[config.mk]
export PLATFORM = sky130hd
export DESIGN_NAME = mlc_lane_regs
export DESIGN_NICKNAME = d
export VERILOG_FILES = /design/src/pkg/mlc_pkg.sv /design/src/core/mlc_rx_detect.sv /design/src/core/mlc_lane_regs.sv
export SDC_FILE = /design/constraint.sdc
export NUM_CORES = 1
export LEC_CHECK = 0
export ABC_CLOCK_PERIOD_IN_PS = 2700
export BUFFER_PORTS_ARGS = -buffer_cell sky130_fd_sc_hd__buf_4
export CAP_MARGIN = 25
export CORE_MARGIN = 2
export CORE_UTILIZATION = 55
export CTS_CLUSTER_DIAMETER = 100
export DETAILED_ROUTE_END_ITERATION = 16
export GPL_TIMING_DRIVEN = 0
export PLACE_DENSITY = 0.8
export SETUP_SLACK_MARGIN = 0.2
export SYNTH_ARGS = -nofsm -noshare
export SYNTH_HDL_FRONTEND = slang
export SYNTH_HIERARCHICAL = 1
export SYNTH_SLANG_ARGS = --single-unit
[constraint.sdc]
create_clock -name clk -period 2.7 [get_ports clk]
set_input_delay 0.135 -clock clk [delete_from_list [all_inputs] [get_ports clk]]
set_output_delay 0.135 -clock clk [all_outputs]
set_load 0.02 [all_outputs]
[src/pkg/mlc_pkg.sv]
// Constants and types shared by the lane configuration register bank.
// Assumes a single 25 MHz clock domain and byte-wide management accesses.
package mlc_pkg;

    // Clock and receiver-detect timing
    localparam int CLK_HZ = 25_000_000;
    localparam int DETECT_INTERVAL_MS = 12;
    localparam int DETECT_INTERVAL_CYC = CLK_HZ / 1000 * DETECT_INTERVAL_MS;
    localparam int DETECT_WINDOW_MS = 600;
    localparam int DETECT_MAX_TRIES = DETECT_WINDOW_MS / DETECT_INTERVAL_MS;
    localparam int DETECT_CNT_W = 20;
    localparam int DETECT_TRY_W = 6;

    // Register offsets
    localparam logic [7:0] OFS_SPARE_2F = 8'h2f;
    localparam logic [7:0] OFS_SPARE_32 = 8'h32;
    localparam logic [7:0] OFS_SPARE_33 = 8'h33;
    localparam logic [7:0] OFS_SWING = 8'h34;
    localparam logic [7:0] OFS_DEEMPH = 8'h35;
    localparam logic [7:0] OFS_SPARE_36 = 8'h36;
    localparam logic [7:0] OFS_RECEIVER_DETECT = 8'h39;

    // Reset values
    localparam logic [7:0] RST_SPARE_2F = 8'h00;
    localparam logic [7:0] RST_SPARE_32 = 8'h00;
    localparam logic [7:0] RST_SPARE_33 = 8'h2f;
    localparam logic [7:0] RST_SWING = 8'had;
    localparam logic [4:0] RST_DEEMPH_CTL = 5'h02;
    localparam logic [7:0] RST_SPARE_36 = 8'h00;
    localparam logic [7:0] RST_RECEIVER_DETECT = 8'h00;

    // Field positions
    localparam int SWING_SCP_BIT = 7;
    localparam int SWING_MODE_BIT = 6;
    localparam int RECEIVER_DETECT_FIELD_LSB = 2;

    // Mode status encodings; gen3 reads as zero so the reset mode bit gives 0x02
    localparam logic [1:0] MODE_STAT_GEN12 = 2'h1;
    localparam logic [1:0] MODE_STAT_GEN3 = 2'h0;

    // Default management slave address, value is arbitrary
    localparam logic [6:0] DEF_SLAVE_ADDR = 7'h5a;

    typedef enum logic [1:0] {
        MLC_RXD_HIGHZ = 2'b00,
        MLC_RXD_AUTO_LIMITED = 2'b01,
        MLC_RXD_AUTO_FOREVER = 2'b10,
        MLC_RXD_FORCE_50 = 2'b11
    } mlc_rxd_mode_t;

    typedef enum logic [2:0] {
        MLC_SM_IDLE = 3'b000,
        MLC_SM_ADDR = 3'b001,
        MLC_SM_ADDR_ACK = 3'b010,
        MLC_SM_WRITE = 3'b011,
        MLC_SM_WRITE_ACK = 3'b100,
        MLC_SM_READ = 3'b101,
        MLC_SM_READ_ACK = 3'b110
    } mlc_sm_state_t;

endpackage : mlc_pkg

[src/core/mlc_rx_detect.sv]
// Receiver-detect sequencer for one input lane: periodic probe and termination.
// Assumes the analog detector answers on rx_present in the cycle the probe is high.
`timescale 1ns/1ns
module mlc_rx_detect
    import mlc_pkg::*;
#(
    parameter int INTERVAL_CYC = DETECT_INTERVAL_CYC
)
(
    input wire logic clk,
    input wire logic arst_n,
    input wire logic [1:0] mode,
    input wire logic restart,
    input wire logic rx_present,
    output logic probe,
    output logic detected,
    output logic term_50ohm
);

    typedef struct packed {
        logic [DETECT_CNT_W-1:0] cnt;
        logic [DETECT_TRY_W-1:0] tries;
        logic probe;
        logic detected;
        logic term;
    } mlc_det_state_t;

    localparam logic [DETECT_CNT_W-1:0] CNT_LAST = DETECT_CNT_W'(INTERVAL_CYC - 1);
    localparam logic [DETECT_TRY_W-1:0] TRY_LIMIT = DETECT_TRY_W'(DETECT_MAX_TRIES);

    mlc_det_state_t st_reg;
    mlc_det_state_t st_next;

    // Probe scheduling; a rewrite of the mode field starts the sequence afresh
    always_comb
    begin
        st_next = st_reg;
        st_next.probe = 1'b0;
        if (st_reg.probe && rx_present)
        begin
            st_next.detected = 1'b1;
        end
        if (restart)
        begin
            st_next.cnt = '0;
            st_next.tries = '0;
            // A hit in the same cycle as a rewrite is kept when the new field selects 01 or 10, cleared otherwise
            st_next.detected = st_reg.probe && rx_present
                && (mode == MLC_RXD_AUTO_LIMITED || mode == MLC_RXD_AUTO_FOREVER);
        end
        else
        begin
            unique case (mlc_rxd_mode_t'(mode))
                MLC_RXD_HIGHZ:
                begin
                    st_next.cnt = '0;
                    st_next.detected = 1'b0;
                end
                MLC_RXD_FORCE_50:
                begin
                    st_next.cnt = '0;
                end
                MLC_RXD_AUTO_LIMITED, MLC_RXD_AUTO_FOREVER:
                begin
                    // Probing stops once a receiver is found or the tries run out
                    if (!st_reg.detected && !(st_reg.probe && rx_present))
                    begin
                        if (st_reg.cnt == CNT_LAST)
                        begin
                            st_next.cnt = '0;
                            if (mode == MLC_RXD_AUTO_FOREVER)
                            begin
                                st_next.probe = 1'b1;
                            end
                            else if (st_reg.tries < TRY_LIMIT)
                            begin
                                st_next.probe = 1'b1;
                                st_next.tries = st_reg.tries + 1'b1;
                            end
                        end
                        else
                        begin
                            st_next.cnt = st_reg.cnt + 1'b1;
                        end
                    end
                end
            endcase
        end
        // Termination: high-z until found, forced 50 ohm in mode 11
        st_next.term = (mode == MLC_RXD_FORCE_50)
            || ((mode == MLC_RXD_AUTO_LIMITED || mode == MLC_RXD_AUTO_FOREVER)
                && st_next.detected);
        if (mode == MLC_RXD_HIGHZ)
        begin
            st_next.term = 1'b0;
        end
    end

    always_ff @(posedge clk or negedge arst_n)
    begin
        if (!arst_n)
        begin
            st_reg <= '0;
        end
        else
        begin
            st_reg <= st_next;
        end
    end

    assign probe = st_reg.probe;
    assign detected = st_reg.detected;
    assign term_50ohm = st_reg.term;

endmodule : mlc_rx_detect

[src/core/mlc_lane_regs.sv]
// Lane configuration register bank behind a byte-wide two-wire management slave.
// Assumes scl and sda are already synchronous to clk; sda is open-drain.
//
// What this block does
// - Swing bit 7 enables short-circuit protection; reset 0xAD
// - Swing bit 6 selects rate mode, overrides pin
// - Swing bits 2:0 select amplitude 0.6-1.3 V
// - De-emphasis bit 7 shows receiver detected; reset 0x02
// - De-emphasis bits 6:5 show effective rate mode
// - De-emphasis bits 2:0 select de-emphasis level
// - Detect field 00 holds termination high impedance
// - Field 01 probes every 12 ms, 50 tries
// - Field 10 probes every 12 ms until detection
// - Field 11 forces 50 ohm termination immediately
// - Lane detect field beats global override control
// - Byte-wide access, host master, device slave
`timescale 1ns/1ns
module mlc_lane_regs
    import mlc_pkg::*;
#(
    parameter logic [6:0] SLAVE_ADDR = DEF_SLAVE_ADDR,
    parameter int DETECT_CYC = DETECT_INTERVAL_CYC
)
(
    input wire logic clk,
    input wire logic arst_n,
    input wire logic scl_in,
    input wire logic sda_in,
    output logic sda_out,
    output logic sda_oe,
    input wire logic rx_present,
    output logic detect_probe,
    output logic term_50ohm,
    output logic short_circuit_prot_en,
    output logic rate_gen12_sel,
    output logic [2:0] output_swing_sel,
    output logic [2:0] deemphasis_sel
);

    typedef struct packed {
        logic scl_q;
        logic sda_q;
        mlc_sm_state_t sm;
        logic [2:0] bitcnt;
        logic [7:0] shreg;
        logic rw;
        logic ptr_pending;
        logic [7:0] ptr;
        logic oe;
        logic restart;
        logic [7:0] spare_2f;
        logic [7:0] spare_32;
        logic [7:0] spare_33;
        logic [7:0] swing;
        logic [4:0] deemph_ctl;
        logic [7:0] spare_36;
        logic [7:0] receiver_detect;
    } mlc_regs_state_t;

    localparam mlc_regs_state_t ST_RESET = '{
        scl_q: 1'b1, sda_q: 1'b1, sm: MLC_SM_IDLE, bitcnt: 3'h0, shreg: 8'h00,
        rw: 1'b0, ptr_pending: 1'b0, ptr: 8'h00, oe: 1'b0, restart: 1'b0,
        spare_2f: RST_SPARE_2F, spare_32: RST_SPARE_32, spare_33: RST_SPARE_33,
        swing: RST_SWING, deemph_ctl: RST_DEEMPH_CTL, spare_36: RST_SPARE_36,
        receiver_detect: RST_RECEIVER_DETECT
    };

    mlc_regs_state_t st_reg;
    mlc_regs_state_t st_next;
    logic det_found;
    logic [1:0] mode_status;
    logic [7:0] rd_data;
    logic scl_rise;
    logic scl_fall;
    logic bus_start;
    logic bus_stop;
    logic [7:0] rx_byte;

    // Receiver-detect sequencer; only the lane field steers it, so it wins
    mlc_rx_detect #(
        .INTERVAL_CYC(DETECT_CYC)
    ) u_rx_detect (
        .clk(clk),
        .arst_n(arst_n),
        .mode(st_reg.receiver_detect[RECEIVER_DETECT_FIELD_LSB +: 2]),
        .restart(st_reg.restart),
        .rx_present(rx_present),
        .probe(detect_probe),
        .detected(det_found),
        .term_50ohm(term_50ohm)
    );

    // Mode status follows the lane's own override bit, always in force
    assign mode_status = st_reg.swing[SWING_MODE_BIT] ? MODE_STAT_GEN12
        : MODE_STAT_GEN3;

    // Read mux; unmapped offsets read as zero
    always_comb
    begin
        unique case (st_reg.ptr)
            OFS_SPARE_2F: rd_data = st_reg.spare_2f;
            OFS_SPARE_32: rd_data = st_reg.spare_32;
            OFS_SPARE_33: rd_data = st_reg.spare_33;
            OFS_SWING: rd_data = st_reg.swing;
            OFS_DEEMPH: rd_data = {det_found, mode_status, st_reg.deemph_ctl};
            OFS_SPARE_36: rd_data = st_reg.spare_36;
            OFS_RECEIVER_DETECT: rd_data = st_reg.receiver_detect;
            default: rd_data = 8'h00;
        endcase
    end

    // Bus conditions seen on the sampled pins
    assign scl_rise = scl_in && !st_reg.scl_q;
    assign scl_fall = !scl_in && st_reg.scl_q;
    assign bus_start = scl_in && st_reg.scl_q && st_reg.sda_q && !sda_in;
    assign bus_stop = scl_in && st_reg.scl_q && !st_reg.sda_q && sda_in;
    assign rx_byte = {st_reg.shreg[6:0], sda_in};

    // Slave state machine and register writes, one byte per location
    always_comb
    begin
        st_next = st_reg;
        st_next.scl_q = scl_in;
        st_next.sda_q = sda_in;
        st_next.restart = 1'b0;
        if (bus_start)
        begin
            st_next.sm = MLC_SM_ADDR;
            st_next.bitcnt = 3'h0;
            st_next.oe = 1'b0;
        end
        else if (bus_stop)
        begin
            st_next.sm = MLC_SM_IDLE;
            st_next.oe = 1'b0;
        end
        else
        begin
            unique case (st_reg.sm)
                MLC_SM_IDLE:
                begin
                    st_next.oe = 1'b0;
                end
                MLC_SM_ADDR:
                begin
                    if (scl_rise)
                    begin
                        st_next.shreg = rx_byte;
                        st_next.bitcnt = st_reg.bitcnt + 3'h1;
                        if (st_reg.bitcnt == 3'h7)
                        begin
                            // Foreign addresses are left alone until the next start
                            st_next.rw = sda_in;
                            st_next.sm = (st_reg.shreg[6:0] == SLAVE_ADDR)
                                ? MLC_SM_ADDR_ACK : MLC_SM_IDLE;
                        end
                    end
                end
                MLC_SM_ADDR_ACK:
                begin
                    // First falling edge pulls sda low; second releases it for a write or drives data bit 7 for a read
                    if (scl_fall && !st_reg.oe)
                    begin
                        st_next.oe = 1'b1;
                    end
                    else if (scl_fall)
                    begin
                        st_next.bitcnt = 3'h0;
                        if (st_reg.rw)
                        begin
                            st_next.sm = MLC_SM_READ;
                            st_next.shreg = rd_data;
                            st_next.oe = !rd_data[7];
                        end
                        else
                        begin
                            st_next.sm = MLC_SM_WRITE;
                            st_next.ptr_pending = 1'b1;
                            st_next.oe = 1'b0;
                        end
                    end
                end
                MLC_SM_WRITE:
                begin
                    if (scl_rise)
                    begin
                        st_next.shreg = rx_byte;
                        st_next.bitcnt = st_reg.bitcnt + 3'h1;
                        if (st_reg.bitcnt == 3'h7)
                        begin
                            st_next.sm = MLC_SM_WRITE_ACK;
                            if (st_reg.ptr_pending)
                            begin
                                st_next.ptr = rx_byte;
                                st_next.ptr_pending = 1'b0;
                            end
                            else
                            begin
                                // Reserved bits are stored as written; the host keeps them
                                unique case (st_reg.ptr)
                                    OFS_SPARE_2F: st_next.spare_2f = rx_byte;
                                    OFS_SPARE_32: st_next.spare_32 = rx_byte;
                                    OFS_SPARE_33: st_next.spare_33 = rx_byte;
                                    OFS_SWING: st_next.swing = rx_byte;
                                    OFS_DEEMPH: st_next.deemph_ctl = rx_byte[4:0];
                                    OFS_SPARE_36: st_next.spare_36 = rx_byte;
                                    OFS_RECEIVER_DETECT:
                                    begin
                                        st_next.receiver_detect = rx_byte;
                                        st_next.restart = 1'b1;
                                    end
                                    default: st_next.shreg = rx_byte;
                                endcase
                                st_next.ptr = st_reg.ptr + 8'h01;
                            end
                        end
                    end
                end
                MLC_SM_WRITE_ACK:
                begin
                    if (scl_fall && !st_reg.oe)
                    begin
                        st_next.oe = 1'b1;
                    end
                    else if (scl_fall)
                    begin
                        st_next.oe = 1'b0;
                        st_next.bitcnt = 3'h0;
                        st_next.sm = MLC_SM_WRITE;
                    end
                end
                MLC_SM_READ:
                begin
                    // Data changes only while scl is low
                    if (scl_fall)
                    begin
                        if (st_reg.bitcnt == 3'h7)
                        begin
                            st_next.oe = 1'b0;
                            st_next.sm = MLC_SM_READ_ACK;
                        end
                        else
                        begin
                            st_next.shreg = {st_reg.shreg[6:0], 1'b0};
                            st_next.oe = !st_reg.shreg[6];
                            st_next.bitcnt = st_reg.bitcnt + 3'h1;
                        end
                    end
                end
                MLC_SM_READ_ACK:
                begin
                    if (scl_rise && sda_in)
                    begin
                        st_next.sm = MLC_SM_IDLE; // Host NACK ends the read
                    end
                    else if (scl_rise)
                    begin
                        st_next.ptr = st_reg.ptr + 8'h01;
                    end
                    else if (scl_fall)
                    begin
                        st_next.sm = MLC_SM_READ;
                        st_next.bitcnt = 3'h0;
                        st_next.shreg = rd_data;
                        st_next.oe = !rd_data[7];
                    end
                end
                default:
                begin
                    st_next.sm = MLC_SM_IDLE;
                    st_next.oe = 1'b0;
                end
            endcase
        end
    end

    always_ff @(posedge clk or negedge arst_n)
    begin
        if (!arst_n)
        begin
            st_reg <= ST_RESET;
        end
        else
        begin
            st_reg <= st_next;
        end
    end

    // Analog controls come straight from the stored fields
    assign sda_out = 1'b0; // Open drain: only ever pulls low
    assign sda_oe = st_reg.oe;
    assign short_circuit_prot_en = st_reg.swing[SWING_SCP_BIT];
    assign rate_gen12_sel = st_reg.swing[SWING_MODE_BIT];
    assign output_swing_sel = st_reg.swing[2:0];
    assign deemphasis_sel = st_reg.deemph_ctl[2:0];

endmodule : mlc_lane_regs

Word level (Yosys, flattened, before mapping)
Index checks and enable logic that the tools add are counted.
Cells by class
  add/sub/neg operators: 4
  order comparisons: 1
  equal/unequal tests: 65
  multiplexer cells: 78
  bitwise gates (word level): 3
  reductions and logical operators: 52
Operators by type and width (count)
  $mux W54: 6
  $mux W14: 6
  $mux W8: 9
  $reduce_and A7 Y1: 9
  $eq A8 B6 Y1 const B: 7
  $pmux W8 S7: 1
  $ne A4 B4 Y1 const B: 13
  $pmux W20 S2: 1
  $pmux W8 S5: 1
  $reduce_and A13 Y1: 3
  $ne A3 B3 Y1 const B: 12
  $ne A2 B2 Y1 const B: 15
  $mux W27: 1
  $mux W9: 3
  $mux W26: 1
  $mux W1: 24
  $mux W6: 4
  $mux W11: 2
  $mux W21: 1
  $mux W7: 3
  $pmux W3 S7: 1
  $add A20 B1 Y20 const B: 1
  $eq A20 B19 Y1 const B: 1
  $mux W20: 1
  33 further kinds: 77
Word-level totals
  flip-flop bits (word level): 110
  input bits: 5
  output and inout port bits: 12
  word-level logic and storage cells: 225

Longest topological paths before layout
  depth in word-level cells: 9
  gate-level depth with buffers: 9
  gate-level depth less buffers: 7

Hierarchy
The synthesis kept the hierarchy.
By module, submodules not included
  mlc_lane_regs: times used 1, cells an instance 418, area an instance 4350.4 µm², sequential area each 2018.2 µm²
  mlc_rx_detect: times used 1, cells an instance 179, area an instance 1754.2 µm², sequential area each 725.7 µm²

Worst setup path before layout
No wires, ideal clock.
  path kind: reg-to-reg
  start: reg, netlist name st_reg[73]
  end: reg, netlist name st_reg[45]
  setup time: 0.125 ns
  data arrival time: 2.186 ns
  data required time: 2.575 ns
  path slack: 0.389 ns
  stages on the path, launching flop included: 8
  path buffers: 1
  clock period less this slack: 2.311 ns
  cells stage by stage: dfrtp_1 ha_1 ha_1 nand2_1 or4_1 buf_2 nor4_4 mux2_2

==> results.sh <==
export IMPL_outcome="finished, final reports clean"
export IMPL_start_util_pct=56.3
export IMPL_yosysTopAreaCellShare_pct=39.4
export IMPL_final_cell_mix="dfrtp_1 (96), mux2_2 (57), nor2_1 (52)"
export IMPL_cp_end_kind="flop"
export IMPL_dieArea_um2=12000
export IMPL_ir_drop_uv=353
export IMPL_gp_congestion=0.975
export IMPL_critPathKind="reg -> reg"
export IMPL_period_share_pct=88.7
export IMPL_nets=646
export IMPL_switching_power_mw=1.45
export IMPL_wirelength_um=14600
export IMPL_place_ws_ps=103
export IMPL_ant_nets=0
export IMPL_viasPerCell=6.40
export IMPL_layout_commonest_cell="dfrtp_1"
export IMPL_root_buffer="clkbuf_8"
export IMPL_holdWs_ps=101
export IMPL_crit_arrival_ps=2660
export IMPL_die_x_um=109
export IMPL_grt_start_max_net_pins=72
export IMPL_largest_reg_flops=64
export IMPL_grt_pass1_vias=4799
export IMPL_power_frac_comb_pct=30.0
export IMPL_p_total_mw=4.15
export IMPL_netlist_area_um2=6100
export IMPL_place_inst=753
export IMPL_cts_clk_slew_worst_paths_ps=90
export IMPL_fp_row_count=38
export IMPL_drt_iter0_markers=441
export IMPL_crit_required_ps=2960
export IMPL_seqPwrFrac_pct=44.1
export IMPL_hpwlAfterDp_um=10000
export IMPL_synth_avg_cell_area_um2=10.2
export IMPL_postSynthCellCount=597
export IMPL_htreeDepth=3
export IMPL_cts_made_buffers=9
export IMPL_leakagePower_nw=2.90
export IMPL_rsz0062_at_grt="false"
export IMPL_avgRoutedWirePerCell_um=18.8
export IMPL_grt_usage_pct=25.4
export IMPL_powerDensity_nw_per_um2=613
export IMPL_fin_worst_skew_ps=5.31
export IMPL_drt_first_pass_iters=5
export IMPL_hold_viol=0
export IMPL_die_y_um=109
export IMPL_max_freq_ghz=0.418
export IMPL_syn_nets=613
export IMPL_crit_path_cell_trace="ha_1 -> ha_4 -> nand2_2 -> or4_1 -> buf_4 -> nor4_4 -> buf_6 -> mux2_2"
export IMPL_synth_seq_cells=109
export IMPL_pwr_share_clk_pct=25.9
export IMPL_timing_final_max_slew_violations=0
export IMPL_drive_gt1_share_pct=25.4
export IMPL_swShare_pct=34.9
export IMPL_drc=0
export IMPL_synth_area_leader_cell="dfrtp_1"
export IMPL_setup_ws_ps=306
export IMPL_cp_slowest_cell="or4_1"
export IMPL_pin_count=17
export IMPL_yosysSeqAreaShare_pct=44.9
export IMPL_period_needed_ps=2390
export IMPL_num_antenna_cells=0
export IMPL_layout_area_overhead_vs_synth_pct=10.9
export IMPL_synth_edff_count=0
export IMPL_worst_pin_slew_ps=700
export IMPL_antenna_found_initial=0
export IMPL_synthArstFlopShare_pct=100
export IMPL_overflow=0
export IMPL_vias=4958
export IMPL_cts_tree="yes"
export IMPL_drv_cap=0
export IMPL_grt_pass1_wl_um=23600
export IMPL_crit_fanout=8
export IMPL_finalSetupTns_ps=0
export IMPL_synthFlopType="dfrtp_1"
export IMPL_worstSkewPairLatency_ps=370
export IMPL_cp_start_kind="flop"
export IMPL_core_um2=10800
export IMPL_rrSetupSlack_ps=310
export IMPL_cts_buffer_depth=2
export IMPL_fin_cells=775
export IMPL_netlist_top_cells_area="dfrtp_1 (39%), mux2_2 (11%), dfstp_2 (5.6%)"
export IMPL_ys_warn_count=6
export IMPL_max_slew_margin_pct=53.3
export IMPL_critPathMaxStageDelay_ps=490
export IMPL_min_path_type="in -> reg"
export IMPL_setup_violations=0
export IMPL_port_buffer_count=15
export IMPL_p_int_mw=2.70
export IMPL_cts_sinks=109
export IMPL_synth_cell_types=76
==> worst paths after layout <==
kind,startpoint,to,depth (start not counted)
worst min register to register,st_reg[40]$_DFFE_PN0P_,st_reg[40]$_DFFE_PN0P_,1
worst max-delay path,st_reg[73]$_DFFE_PN0P_,st_reg[48]$_DFFE_PN0P_,8
worst max register to register,st_reg[73]$_DFFE_PN0P_,st_reg[48]$_DFFE_PN0P_,8
max in group asynchronous,arst_n,st_reg[29]$_DFFE_PN1P_,3
min in group asynchronous,arst_n,u_rx_detect/st_reg[18]$_DFFE_PN0P_,2
worst min-delay path,rx_present,u_rx_detect/detected$_DFF_PN0_,3
==> cells by family (layout without fill, tap and decap cells) <==
group,Yosys count,count (layout),synth area share [%]
flops,109,109,44.9
xor+xnor,6,6,0.861
simple gates,192,192,17.5
buf+inv,62,100,4.92
compound gates,154,154,18.1
other cells,1,1,0.0614
fa+ha+maj,11,11,2.25
mux,62,62,11.3
==> Yosys cell counts, drive strengths merged, types with 11 or more instances <==
cell type	count
ha	11
mux2	57
clkbuf	27
buf	19
a31oi	24
nand2	44
dfstp	13
a21oi	27
a22oi	12
o21ai	22
nand3	16
inv	16
dfrtp	96
nor2	53
==> critical path, delay by kind of cell, from the launching register on <==
family	cells	cell delay (ps)
simple gates	3	840
flops	1	380
buf+inv	2	370
fa+ha+maj	2	360
mux	1	330
==> layer usage <==
metal,up-vias,GRT usage [%],part of all wire [%]
li1,2272,-,-
met1,2434,35.0,43
met2,215,39.6,48
met3,37,4.51,6.7
met4,0,10.8,2.5
met5,-,0,0
==> area by class of cell <==
class | instances | area (um2)
buffer | 46 | 248
clock buffer | 14 | 183
clock inverter | 2 | 38.8
fill | 861 | 4070
inverter | 16 | 60.1
multi-input combinational | 426 | 3110
sequential | 109 | 2740
tap | 140 | 175
timing repair buffer | 22 | 209
==> power groups by stage <==
| stage | clock network [mW] | registers, mW | logic [mW] |
|---|---|---|---|
| after global placement | 0 | 1.85 | 1.15 |
| after detailed placement | 0 | 1.86 | 1.19 |
| after global routing | 1.17 | 1.84 | 1.37 |
| final | 1.07 | 1.83 | 1.25 |
| after CTS | 1.09 | 1.82 | 1.20 |
| after floorplan | 0 | 1.83 | 0.850 |
==> per-stage QoR <==
step	area (um2)	utilization (%)
floorplan	6100	-
global placement	6390	59.0
detailed placement	6420	59.2
CTS	6680	61.6
global route	6770	62.5
finish	6770	62.5
==> repair_timing <==
item,4_1_cts,5_1_grt
hold endpoints to repair,38,0
resized for setup,1,23
pin swaps,0,3
endpoints found under the setup margin,43,63
buffers inserted,1,2
hold buffers,3,0
(Power assumes the default switching activity.)
